===== src/map_decoder_defines.vh =====
`ifndef MAP_DECODER_DEFINES_VH
`define MAP_DECODER_DEFINES_VH
// data address of the global-region size register
`define GLOBAL_REGION_SIZE_ADDR 16'h0005
// reset value of the global-region size register (no global region)
`define GLOBAL_REGION_SIZE_RST 8'h00
// program-map select bit position inside status word one
`define PROGRAM_MAP_SELECT_BIT 12
// status word one reset value
`define STATUS_WORD_ONE_RST 16'h0000
// default dual-access block zero window, program and data addresses
`define BLOCK_ZERO_DATA_BASE 16'h0200
`define BLOCK_ZERO_PROG_BASE 16'hff00
`define BLOCK_ZERO_WORDS 16'h0100
// default preset shared single-access ram window
`define SHARED_RAM_BASE 16'h0800
`define SHARED_RAM_WORDS 16'h0800
// upper half of data space starts here
`define UPPER_HALF_BIT 15
`endif


===== src/data_space_map_decoder.v =====
// Contract
// (RULE1) With the program-map select bit set, block zero decodes in program space.
// (RULE2) With the bit clear, block zero decodes in local data space only.
// (RULE3) Reset clears the program-map select bit.
// (RULE4) Shared-ram enable high maps the preset range in both spaces to one ram.
// (RULE5) Shared-ram enable low sends both preset ranges to external memory separately.
// (RULE6) Only upper-half data addresses may be global.
// (RULE7) The size register is eight bits on the low data lines at data address 0005h.
// (RULE8) The low byte sizes the region; zero means none, each leading one halves it.
// (RULE9) Upper-half addresses outside the region stay local.
// (RULE10) The data-space strobe goes low on every data access.
// (RULE11) The global strobe goes low on accesses inside the global region.
// (RULE12) Software writes only the listed leading-ones patterns.
// (RULE13) The upper byte of a write is ignored.
// (RULE14) A separate 64K-word I/O space exists beside program and data.
// (RULE15) The size register is read and written with no wait states.
// (RULE16) Global means upper byte AND size equals size with size nonzero.
`timescale 1ns/1ns
`include "map_decoder_defines.vh"
module data_space_map_decoder #(
    parameter [15:0] ZERO_DATA_BASE = `BLOCK_ZERO_DATA_BASE,
    parameter [15:0] ZERO_PROG_BASE = `BLOCK_ZERO_PROG_BASE,
    parameter [15:0] ZERO_WORDS = `BLOCK_ZERO_WORDS,
    parameter [15:0] SHARED_BASE = `SHARED_RAM_BASE,
    parameter [15:0] SHARED_WORDS = `SHARED_RAM_WORDS
) (
    // clock and reset
    input wire i_sys_clk,
    input wire i_rst,
    // status word one write from the core
    input wire i_status_wr,
    input wire [15:0] i_status_wdata,
    // shared-ram enable pin
    input wire i_shared_ram_enable,
    // data access
    input wire i_data_access,
    input wire i_data_wr,
    input wire [15:0] i_data_addr,
    input wire [15:0] i_data_wdata,
    // program access
    input wire i_prog_access,
    input wire [15:0] i_prog_addr,
    // i/o access
    input wire i_io_access,
    input wire [15:0] i_io_addr,
    // register read back and status
    output reg [15:0] o_reg_rdata,
    output reg o_reg_hit,
    output reg [15:0] o_status_word_one,
    output reg o_program_map_select,
    // data decode
    output reg o_data_space_strobe_n,
    output reg o_global_access_strobe_n,
    output reg o_data_block_zero,
    output reg o_data_shared,
    output reg o_data_ext,
    // program decode
    output reg o_prog_block_zero,
    output reg o_prog_shared,
    output reg o_prog_ext,
    // i/o decode
    output reg o_io_strobe_n,
    output reg [15:0] o_io_addr
);
    reg ram_en_meta_q;
    reg ram_en_q;
    wire [7:0] size_byte;
    wire [7:0] size_rdata;
    wire size_wr;
    wire map_sel;
    wire data_global;
    wire d_blk0;
    wire d_sa;
    wire p_blk0;
    wire p_sa;

    // true when addr lies in [base, base+words)
    function in_window;
        input [15:0] addr;
        input [15:0] base;
        input [15:0] words;
        reg [16:0] top;
        begin
            top = {1'b0, base} + {1'b0, words};
            in_window = ({1'b0, addr} >= {1'b0, base}) && ({1'b0, addr} < top);
        end
    endfunction

    // pin passes two flops before decode reads it
    always @(posedge i_sys_clk) begin
        if (i_rst) begin
            ram_en_meta_q <= 1'b0;
            ram_en_q <= 1'b0;
        end else begin
            ram_en_meta_q <= i_shared_ram_enable;
            ram_en_q <= ram_en_meta_q;
        end
    end

    // status word one, select bit cleared at reset
    always @(posedge i_sys_clk) begin
        if (i_rst) begin
            o_status_word_one <= `STATUS_WORD_ONE_RST; // (RULE3)
        end else if (i_status_wr) begin
            o_status_word_one <= i_status_wdata;
        end
    end
    assign map_sel = o_status_word_one[`PROGRAM_MAP_SELECT_BIT];

    // size register lives on the low byte at its data address
    assign size_wr = i_data_access && i_data_wr && (i_data_addr == `GLOBAL_REGION_SIZE_ADDR); // (RULE7)

    global_region_reg u_size_reg (
        .i_sys_clk(i_sys_clk),
        .i_rst(i_rst),
        .i_wr(size_wr),
        .i_wdata(i_data_wdata[7:0]),
        .o_size(size_byte),
        .o_rdata(size_rdata)
    );

    // mask compare, gated by data address bit 15 so only upper half hits
    assign data_global = (size_byte != 8'h00) && // (RULE8)
        ((i_data_addr[15:8] & size_byte) == size_byte) && // (RULE16)
        i_data_addr[`UPPER_HALF_BIT]; // (RULE6)

    // window decode
    assign d_blk0 = !map_sel && in_window(i_data_addr, ZERO_DATA_BASE, ZERO_WORDS); // (RULE2)
    assign p_blk0 = map_sel && in_window(i_prog_addr, ZERO_PROG_BASE, ZERO_WORDS); // (RULE1)
    assign d_sa = ram_en_q && in_window(i_data_addr, SHARED_BASE, SHARED_WORDS); // (RULE4)
    assign p_sa = ram_en_q && in_window(i_prog_addr, SHARED_BASE, SHARED_WORDS); // (RULE4)

    // registered decode outputs; one cycle behind the request
    always @(posedge i_sys_clk) begin
        if (i_rst) begin
            o_data_space_strobe_n <= 1'b1;
            o_global_access_strobe_n <= 1'b1;
            o_data_block_zero <= 1'b0;
            o_data_shared <= 1'b0;
            o_data_ext <= 1'b0;
            o_prog_block_zero <= 1'b0;
            o_prog_shared <= 1'b0;
            o_prog_ext <= 1'b0;
            o_io_strobe_n <= 1'b1;
            o_io_addr <= 16'h0000;
            o_reg_hit <= 1'b0;
            o_program_map_select <= 1'b0;
        end else begin
            o_data_space_strobe_n <= !i_data_access; // (RULE10)
            o_global_access_strobe_n <= !(i_data_access && data_global); // (RULE11)
            // upper-half addresses outside the region fall through as local
            o_data_block_zero <= i_data_access && d_blk0; // (RULE9)
            o_data_shared <= i_data_access && d_sa;
            // with ram off the preset range falls through to external
            o_data_ext <= i_data_access && !d_blk0 && !d_sa; // (RULE5)
            o_prog_block_zero <= i_prog_access && p_blk0;
            o_prog_shared <= i_prog_access && p_sa;
            o_prog_ext <= i_prog_access && !p_blk0 && !p_sa; // (RULE5)
            // i/o space is its own 64K map
            o_io_strobe_n <= !i_io_access; // (RULE14)
            o_io_addr <= i_io_addr; // (RULE14)
            o_reg_hit <= i_data_access && (i_data_addr == `GLOBAL_REGION_SIZE_ADDR);
            o_program_map_select <= map_sel;
        end
    end

    // read back: upper bits zero
    always @(posedge i_sys_clk) begin
        if (i_rst) begin
            o_reg_rdata <= 16'h0000;
        end else begin
            o_reg_rdata <= {8'h00, size_rdata}; // (RULE15)
        end
    end
endmodule // data_space_map_decoder


===== src/global_region_reg.v =====
`timescale 1ns/1ns
`include "map_decoder_defines.vh"
// storage for the global-region size byte, read data registered
module global_region_reg (
    // clock and reset
    input wire i_sys_clk,
    input wire i_rst,
    // write and read
    input wire i_wr,
    input wire [7:0] i_wdata,
    output reg [7:0] o_size,
    output reg [7:0] o_rdata
);
    // upper byte never arrives here, so it cannot steer decode
    always @(posedge i_sys_clk) begin
        if (i_rst) begin
            o_size <= `GLOBAL_REGION_SIZE_RST;
            o_rdata <= `GLOBAL_REGION_SIZE_RST;
        end else begin
            if (i_wr) begin
                o_size <= i_wdata; // (RULE13)
            end
            o_rdata <= i_wr ? i_wdata : o_size; // (RULE15)
        end
    end
endmodule // global_region_reg


===== config.mk =====
export PLATFORM = sky130hd
export DESIGN_NAME = data_space_map_decoder
export DESIGN_NICKNAME = d
export VERILOG_FILES = /design/src/data_space_map_decoder.v /design/src/global_region_reg.v
export VERILOG_INCLUDE_DIRS = /design/src
export SDC_FILE = /design/constraint.sdc
export NUM_CORES = 1
export LEC_CHECK = 0
export BUFFER_PORTS_ARGS = -buffer_cell sky130_fd_sc_hd__buf_2
export CORE_UTILIZATION = 40
export CTS_CLUSTER_SIZE = 28
export DETAILED_ROUTE_END_ITERATION = 8
export PLACE_DENSITY_LB_ADDON = 0.05
export REMOVE_ABC_BUFFERS = 1
export SYNTH_ARGS = -nofsm -noshare
export SYNTH_HDL_FRONTEND = slang
export SYNTH_SLANG_ARGS = --single-unit

===== constraint.sdc =====
create_clock -name i_sys_clk -period 2.3 [get_ports i_sys_clk]
set_input_delay 0.23 -clock i_sys_clk [delete_from_list [all_inputs] [get_ports i_sys_clk]]
set_output_delay 0.23 -clock i_sys_clk [all_outputs]
set_load 0.02 [all_outputs]

* Yosys cells after proc, flatten, opt, wreduce, memory -nomap -nowiden *
Index checks and enable logic that the tools add are counted.

cells by class
  bitwise operators = 1
  order comparisons = 7
  equality and inequality tests = 2
  reduce and logical (&&, ||, !) cells = 30

operators with widths
  cell                  count
  $ge 16x12->1 const B  2
  $lt 16x13->1 const B  2
  $logic_and 1x1->1     21
  $eq 16x3->1 const B   1
  $ge 16x10->1 const B  1
  $ge 16x16->1 const B  1
  $lt 16x10->1 const B  1
  $and 8x8->8           1
  $eq 8x8->1            1
  $logic_not 1->1       8
  $reduce_bool 8->1     1

word-level totals
  input bits = 88
  output and inout bits = 59
  bits in registers = 69

* Logic depth before layout (Yosys ltp) *
Gate-level depths: netlist (run 1).

  depth in word-level cells = 6
  depth in mapped cells = 4

* Modules after synthesis *
A second synthesis (run 1) with hierarchy kept.

second synthesis, totals
  cells, all modules = 205
  area total of the unflattened synthesis = 2138.3 um^2

modules (own cells, without submodules)
  module                  area an instance (um^2)  cells each  instances  seq. area each (um^2)
  data_space_map_decoder  1793.0                   171         1          1061.0
  global_region_reg       345.3                    34          1          160.2

* Worst setup path before layout (run 1) *
OpenSTA, ideal clock, no wires.

  path type = input to register
  start point = input i_data_addr[5]
  end point = register u_size_reg.o_size[0]
  path buffers = 0
  setup slack = 0.788 ns
  required time = 2.179 ns
  cell stages on the path = 4
  arrival time = 1.391 ns
  setup time = 0.121 ns
  cell sequence = nor4_1 > nand4b_1 > nor3_4 > mux2_2

between the ends
  longest elaborated chain between the ends = 2

RTL lines
  element                 line                          text
  start: declaration      data_space_map_decoder.v:38   input wire [15:0] i_data_addr,
  $eq 16x3->1 (no line)   n/a
  $logic_and 1x1->1       data_space_map_decoder.v:111  assign size_wr = i_data_access && i_data_wr && (i_data_addr == `GLOBAL_REGION_SIZE_ADDR);
  end signal: assignment  global_region_reg.v:17        o_size <= `GLOBAL_REGION_SIZE_RST;
  end signal: assignment  global_region_reg.v:21        o_size <= i_wdata;
  end: declaration        global_region_reg.v:11        output reg [7:0] o_size,

Every way passes these cells.
A chain may end at the register's enable or synchronous reset.

* Worst setup path after layout (run 1) *
  start point = input i_data_addr[12]
  end point = register u_size_reg.o_size[0]

The elaborated chain is that of the path after synthesis.

==> impl_metrics.ini, run 1 <==
[timing]
setup_tns_ns = 0
fin_crit_ns = 1.47
holdWs_ns = 0.0814
fmax_ghz = 0.682
rsz0062_at_grt = no
worst_clock_skew_ns = 0.00690
setup_viol = 0
finalHoldViolCount = 0
worstMarginPinSlew_ns = 0.681
min_period_over_period_pct = 63.7
maxSlewHeadroom_pct = 54.6
slew_viol_final = 0

[run_status]
outcome = completed

[power_and_ir_drop]
worst_ir_drop_vdd_mv = 0.528
p_per_area_mw_per_mm2 = 778
p_leak_nw = 1.47

[worst_setup_path]
cp_data_required_time_ns = 2.50
path_class = primary input to flip-flop
crit_path_start_kind = primary input
path_max_fanout = 8
slowest_stage = nor3_4
path_buf_inv = 1
crit_family = simple AND/OR/NAND/NOR gates
worst_setup_path_end_kind = flip-flop
arrival_ns = 1.67
cp_slowest_stage_delay_ns = 0.44
path_cells = buf_2 -> nor4_2 -> nand2_1 -> nor3_4 -> mux2_2

[cells_and_area]
diodes = 0
area_growth_pct = 40.2
layout-drive-gt1-share_pct = 45.3
nets = 407
fin_area_mm2 = 0.00291

[synthesis]
synthXorXnorAreaFrac_pct = 0
syn_area_mm2 = 0.00208
synth_top_area_cell = dfxtp_1
netlist_top_cells_area = dfxtp_1 59%, nor2b_1 9.0%, mux2i_1 7.7%
synth_fa_ha_area_share_pct = 0
postSynthAreaPerCell_um2 = 10.7
ys_seq_area_share_pct = 58.8
yosysWarnings = 0
synth_cell_type_count = 24
synth_seq_cells = 61
synth_simple_gate_area_share_pct = 21.3
synth_compound_area_share_pct = 1.81
synth_top_area_share_pct = 58.8
synthMuxAreaShare_pct = 12.0
synth_top_family_by_area = simple AND/OR/NAND/NOR gates
syn_inst = 194

[die]
ios = 147
die_area_mm2 = 0.00548
die_width_um = 74.1
initial_core_util_pct = 42.8
core.rowCount = 25
fp.dieH_um = 74.1
core_mm2 = 0.00485

[job]
max_cap_violations = 0

[clock_network]
worstSkewPairLatency_ns = 0.32
ctsResizeCount = 0
cts.reportedPaths.clkPinSlew_ns = 0.06
htreeDepth = 3
postCtsHoldBufs = 0
cts_max_path_buffers = 2
cts_root_buf = clkbuf_8
cts_buffers = 9
cts_tree = yes
clkSinkCount = 61
post_cts_buffers = 0

[placed_design]
dpl_cell_area_mm2 = 0.00271
gp_congestion = 0.733
hpwl_um = 3140
portBuffers = 122

[detailed_routing]
wl_per_cell_um = 10.8
vias_per_cell = 4.35
wirelength_um = 4190
route.detailed.drc = 0
first_pass_iters = 4
postRouteAntennaNets = 0
first_iter_violations = 32
vias = 1694

[global_route]
grtUsageTotal_pct = 15.2
grt_overflow_total = 0
grt_antenna_before_repair = 0
grt_pass1_vias = 1454
grt_max_degree = 41
grt_pass1_wl_um = 6140

[hold_path]
hold_class = primary input to flip-flop
worst reg2reg max path: stages (launching register included):
cell and delay (ns):
dfxtp_1 0.31, inv_1 0.08, o22ai_1 0.09, a221oi_1 0.22, o2111ai_1 0.14
synth_stat cells:
master     count
a211oi_1       1
a221oi_1       1
buf_2          1
buf_4          8
clkbuf_1       7
conb_1         1
dfxtp_1       61
inv_1          8
mux2_2         8
mux2i_1       16
nand2_1        3
nand2b_1       3
nand3_1        3
nand4_1        1
nand4b_1       1
nor2_1        23
nor2b_1       30
nor3_1         4
nor3_4         1
nor3b_1        3
nor4_1         6
nor4_2         1
o2111ai_1      1
o22ai_1        2
flip-flops by register name (all words and copies together), names as in the netlist:
register,flops
o_prog_block_zero,1
o_reg_hit,1
o_prog_shared,1
u_size_reg.o_size,8
o_data_block_zero,1
ram_en_q,1
o_data_shared,1
o_reg_rdata,8
o_io_addr,16
o_status_word_one,16
o_prog_ext,1
o_program_map_select,1
o_data_ext,1
o_io_strobe_n,1
o_global_access_strobe_n,1
ram_en_meta_q,1
o_data_space_strobe_n,1
path summary, 6_finish.rpt:
| path | to | depth (start not counted) | start | slack (ns) |
|---|---|---|---|---|
| hold reg to reg | ram_en_q | 1 | ram_en_meta_q | 0.45 |
| setup reg to reg | o_global_access_strobe_n | 4 | u_size_reg.o_size[0] | 1.34 |
| setup / recovery | u_size_reg.o_size[0] | 5 | i_data_addr[12] | 0.83 |
| hold / removal | o_io_strobe_n | 2 | i_io_access | 0.08 |
cell type report:
class | instances | area [um2]
Timing Repair Buffer | 123 | 618
Fill cell | 434 | 1940
Tap cell | 67 | 83.8
Sequential cell | 61 | 1220
Inverter | 8 | 30.0
Multi-Input combinational cell | 116 | 761
Clock buffer | 13 | 169
Clock inverter | 1 | 30.0
cell families (layout without fill, tap and decap cells):
family / Yosys count / in the layout
flops: 61 / 61
buf+inv: 24 / 145
simple gates: 79 / 79
mux: 24 / 24
compound gates: 5 / 5
other cells: 1 / 8
metrics by stage:
| stage | std cells | total power, mW | util [%] | setup slack, ns |
|---|---|---|---|---|
| after floorplan | 185 | 1.24 | - | 0.788 |
| after global placement | 375 | 1.36 | 56.0 | 0.513 |
| after detailed placement | 375 | 1.36 | 56.0 | 0.474 |
| after global routing | 389 | 2.37 | 60.1 | 0.764 |
| after CTS | 389 | 2.31 | 60.1 | 0.820 |
| final | 389 | 2.27 | 60.1 | 0.835 |
metal layers:
layer  part of all wire [%]  wire length, um  GRT usage, %
met1                     41             1710          15.5
met2                     51             2120          27.1
met3                    7.4              311          5.56
met4                    1.3               53          8.33
met5                      0                0             0
power by group:
part,switching [mW],internal (mW)
clock network,0.355,0.578
logic,0.127,0.0998
registers,0.0129,1.09
cell usage in the layout, fill, tap and decap left out, drive strengths merged, types with 7 or more instances in the layout:
cell type	netlist	routed
nor4	7	7
nor2b	30	30
mux2	8	8
clkbuf	7	13
conb	1	8
mux2i	16	16
buf	9	123
nor2	23	23
dfxtp	61	61
inv	8	8
Note: power is estimated with default switching activity, not from simulation.
==> inputs of run 2 (changes only) <==
- clock period: 2.3 -> 1.41 ns (I/O delays scaled with it)
==> run 2 against run 1 <==
  * Hold slack worse by 0.058 ns
  * Design area up 1.5%
  * Via count up 2.8%
  * Wire length up 5.6%
  * Global-route usage up 1.3 points
  * Highest routed layer unchanged
  * Utilization up 0.90 points
  * Critical endpoint is now u_size_reg.o_size[1]
  * Sequential cell count unchanged
  * Clock skew down 0.0020 ns
==> impl_metrics.ini, run 2 (synthesis results as in run 1) <==
[run_status]
outcome = completed

[die]
ios = 147
core.rowCount = 25
die_area_mm2 = 0.00548
die_width_um = 74.1
initial_core_util_pct = 42.8
fp.dieH_um = 74.1
core_mm2 = 0.00485

[placed_design]
gp_congestion = 0.746
dpl_cell_area_mm2 = 0.00278
portBuffers = 122
hpwl_um = 3290

[global_route]
grtUsageTotal_pct = 16.5
grt_pass1_vias = 1531
grt_overflow_total = 0
grt_max_degree = 22
grt_pass1_wl_um = 6640
grt_antenna_before_repair = 0

[timing]
worst_clock_skew_ns = 0.00489
holdWs_ns = 0.0232
fmax_ghz = 0.811
slew_viol_final = 0
finalHoldViolCount = 0
setup_tns_ns = 0
min_period_over_period_pct = 87.5
setup_viol = 0
rsz0062_at_grt = no
fin_crit_ns = 1.23

[power_and_ir_drop]
p_comb_share_pct = 11.1
total_power_mw = 3.49
seqPwrFrac_pct = 51.7
internal_power_mw = 2.62
power_switching_mw = 0.870
worst_ir_drop_vdd_mv = 0.703
swShare_pct = 24.9
p_per_area_mw_per_mm2 = 1180
clkPwrFrac_pct = 37.2
p_leak_nw = 1.50

[worst_setup_path]
path_class = primary input to flip-flop
path_max_fanout = 4
worst_setup_path_end_kind = flip-flop
cp_data_required_time_ns = 1.62
crit_path_start_kind = primary input
arrival_ns = 1.44

[detailed_routing]
first_iter_violations = 54
vias_per_cell = 4.35
vias = 1741
wl_per_cell_um = 11.1
postRouteAntennaNets = 0
wirelength_um = 4420
first_pass_iters = 4
route.detailed.drc = 0

[clock_network]
cts.reportedPaths.clkPinSlew_ns = 0.07
cts_root_buf = clkbuf_8
htreeDepth = 3
ctsResizeCount = 0
cts_tree = yes
clkSinkCount = 61
cts_buffers = 9
cts_max_path_buffers = 2
worstSkewPairLatency_ns = 0.32

[cells_and_area]
utilization_pct = 61.0
nets = 417
layout-drive-gt1-share_pct = 47.1
fin_area_mm2 = 0.00296
top_regs = o_io_addr x16, o_status_word_one x16
mostFrequentLayoutCells = 122 x buf_2, 61 x dfxtp_1, 30 x nor2b_1
area_growth_pct = 42.3
diodes = 0
final_common_cell = buf_2

[job]
max_cap_violations = 0

[hold_path]
hold_class = primary input to flip-flop
-- run 2: changes by cell type in the layout (fill, tap and decap cells not counted), sizes merged --
cell         before  now
clkbuf           13   10
bufinv            1    0
clkinvlp          0    1
buf             123  132
dlygate4sd3       0    1
clkinv            0    4
-- run 2: cell type report --
| cell class | count | area [um2] |
|---|---|---|
| inverters | 8 | 30.0 |
| repair buffers | 133 | 696 |
| flip-flops and latches | 61 | 1220 |
| fillers | 432 | 1890 |
| multi-input cells | 116 | 761 |
| clock inverters | 5 | 27.5 |
| clock buffers | 10 | 138 |
| well taps | 67 | 83.8 |
-- run 2: final timing paths --
check / startpoint / endpoint / slack [ns] / depth (start not counted)
setup / recovery: i_data_addr[5] / u_size_reg.o_size[1] / 0.18 / 6
hold / removal: i_io_addr[2] / o_io_addr[2] / 0.02 / 2
setup reg to reg: u_size_reg.o_size[0] / o_global_access_strobe_n / 0.43 / 4
hold reg to reg: ram_en_meta_q / ram_en_q / 0.44 / 1
-- run 2: worst max-delay path: stages --
cell and delay (ns):
buf_2 0.10, nor4_1 0.25, nand4b_1 0.21, nor3_4 0.25
buf_4 0.16, mux2_2 0.33
-- run 2: layer usage --
metal	track usage [%]	vias up	share of wire (%)
met3	5.15	6	7.5
li1	-	894	-
met4	9.62	0	1.3
met5	0	-	0
met2	27.5	77	50
met1	18.7	764	42
-- run 2: metrics by stage --
stage / setup WS, ns / std cells
finish: 0.176 / 400
detailed placement: -0.162 / 384
floorplan: -0.0129 / 185
global route: 0.0729 / 400
global placement: -0.164 / 384
CTS: 0.177 / 400
-- run 2: power by group through the flow --
stage	registers (mW)	clock network [mW]	logic (mW)
3_5_place_dp	1.84	0	0.387
6_report	1.80	1.30	0.386
3_3_place_gp	1.84	0	0.386
2_1_floorplan	1.92	0	0.0988
5_1_grt	1.81	1.41	0.424
4_1_cts	1.81	1.34	0.390
-- run 2: timing repair --
action                    CTS  global route
setup buffers               0             0
hold buffers                1             0
hold endpoints to repair    1             0
==> inputs of run 3 (changes only) <==
- REMOVE_ABC_BUFFERS: 1 -> not set
- SETUP_SLACK_MARGIN: not set -> 0.4
==> run 3 against run 2 <==
  * Non-clock buffer count is 3 higher
  * Clock power is 42% higher
  * First-iteration DRC count is 7.4% lower
  * Critical path depth stayed put
  * Combinational power is 5% higher
  * Critical path type unchanged
  * Global-route usage is 0.33 points higher
  * Sequential share of layout area is 2.2 points lower
  * Utilization is 3.6 points higher
  * Largest power group is now the clock network
  * Die area stayed put
  * Wire length is 1.2% higher
  * Cell count is 1.0% higher
  * Register-to-register slack hardly changed
==> impl_metrics.ini, run 3 (synthesis results as in run 1) <==
[timing]
holdWs_ns = 0.0204
setup_tns_ns = 0
worst_clock_skew_ns = 0.00570
fin_crit_ns = 1.14
rsz0062_at_grt = yes
finalHoldViolCount = 0
fmax_ghz = 0.874
setup_viol = 0
min_period_over_period_pct = 81.1
slew_viol_final = 0

[global_route]
grtUsageTotal_pct = 16.9
grt_pass1_wl_um = 6820
grt_antenna_before_repair = 0
grt_max_degree = 20
grt_pass1_vias = 1596
grt_overflow_total = 0

[die]
die_area_mm2 = 0.00548
core_mm2 = 0.00485
fp.dieH_um = 74.1
ios = 147
initial_core_util_pct = 42.8
core.rowCount = 25
die_width_um = 74.1

[hold_path]
hold_class = primary input to flip-flop
holdPathStages = 2
hold_path_startpoint = i_io_addr[10]

[cells_and_area]
mostFrequentLayoutCells = 119 x buf_2, 60 x dfxtp_1, 30 x nor2b_1
area_growth_pct = 50.7
layout-drive-gt1-share_pct = 49.3
utilization_pct = 64.6
top_regs = o_io_addr x16, o_status_word_one x16
final_cells = 404
final_common_cell = buf_2
diodes = 0
nets = 420

[clock_network]
cts_tree = yes
cts_buffers = 9
cts_root_buf = clkbuf_8
cts.reportedPaths.clkPinSlew_ns = 0.07
htreeDepth = 3
clkSinkCount = 61
cts_max_path_buffers = 2
worstSkewPairLatency_ns = 0.32

[placed_design]
dp_cells = 384
portBuffers = 122
hpwl_um = 3350
gp_congestion = 0.779

[job]
max_cap_violations = 0

[worst_setup_path]
crit_path_start_kind = primary input
worst_setup_path_end_kind = flip-flop
cp_slowest_stage_delay_ns = 0.32
arrival_ns = 1.35
path_buf_inv = 2
crit_path_start = i_data_addr[5]
slowest_stage = mux2_2
path_cells = buf_6 -> nor4_4 -> nand4b_1 -> nor3_4 -> buf_12 -> mux2_2
path_class = primary input to flip-flop
r2r-start = u_size_reg.o_size[0]
crit_family = simple AND/OR/NAND/NOR gates
cp.depth = 6
path_max_fanout = 8
cp_data_required_time_ns = 1.62
rr_worst_depth = 4

[detailed_routing]
wl_per_cell_um = 11.1
first_pass_iters = 2
vias_per_cell = 4.32
wirelength_um = 4480
first_iter_violations = 50
route.detailed.drc = 0
postRouteAntennaNets = 0
vias = 1747

[run_status]
outcome = completed

[power_and_ir_drop]
worst_ir_drop_vdd_mv = 0.709
p_per_area_mw_per_mm2 = 1290
total_power_mw = 4.05
p_leak_nw = 1.57
run 3: cell type report:
class                   count  area (um2)
inverters                   8        30.0
clock buffers              12         145
well taps                  67        83.8
clock inverters             4        95.1
repair buffers            136         746
fillers                   423        1720
multi-input cells         116         806
flip-flops and latches     61        1220
run 3: final timing paths:
check	end	slack (ns)
worst min-delay path	o_io_addr[10]	0.02
worst max register to register	o_global_access_strobe_n	0.44
worst min register to register	ram_en_q	0.45
worst max-delay path	u_size_reg.o_size[7]	0.27
run 3: what timing repair did:
action | in CTS | in global routing
hold buffers | 1 | 0
setup buffers | 2 | 1
gates resized for setup | 5 | 6
pin swaps | 3 | 4
setup endpoints to repair | 9 | 11
endpoints found under the hold margin | 1 | 0
run 3: power breakdown:
part | switching, mW | internal (mW) | total (mW) | leakage [nW]
Combinational | 0.218 | 0.185 | 0.404 | 0.945
Clock | 0.619 | 1.22 | 1.84 | 0.121
Sequential | 0.0196 | 1.78 | 1.80 | 0.501
Total | 0.857 | 3.19 | 4.05 | 1.57
run 3: per-stage QoR:
| step | setup WS, ns | cell area [um2] |
|---|---|---|
| finish | 0.266 | 3130 |
| global route | 0.194 | 3130 |
| CTS | 0.269 | 3100 |
| detailed placement | -0.0886 | 2820 |
| global placement | -0.0877 | 2820 |
| floorplan | 0.0495 | 2130 |
run 3: metal layers:
layer | global-route usage, % | wire [um]
met5 | 0 | 0
met4 | 9.40 | 64
met3 | 5.83 | 314
met2 | 29.3 | 2260
met1 | 17.9 | 1830
run 3: worst register-to-register path, stage by stage, from the launching register on:
cell,delay [ns]
dfxtp_1,0.33
inv_2,0.06
o22ai_1,0.08
a221oi_1,0.22
o2111ai_1,0.15
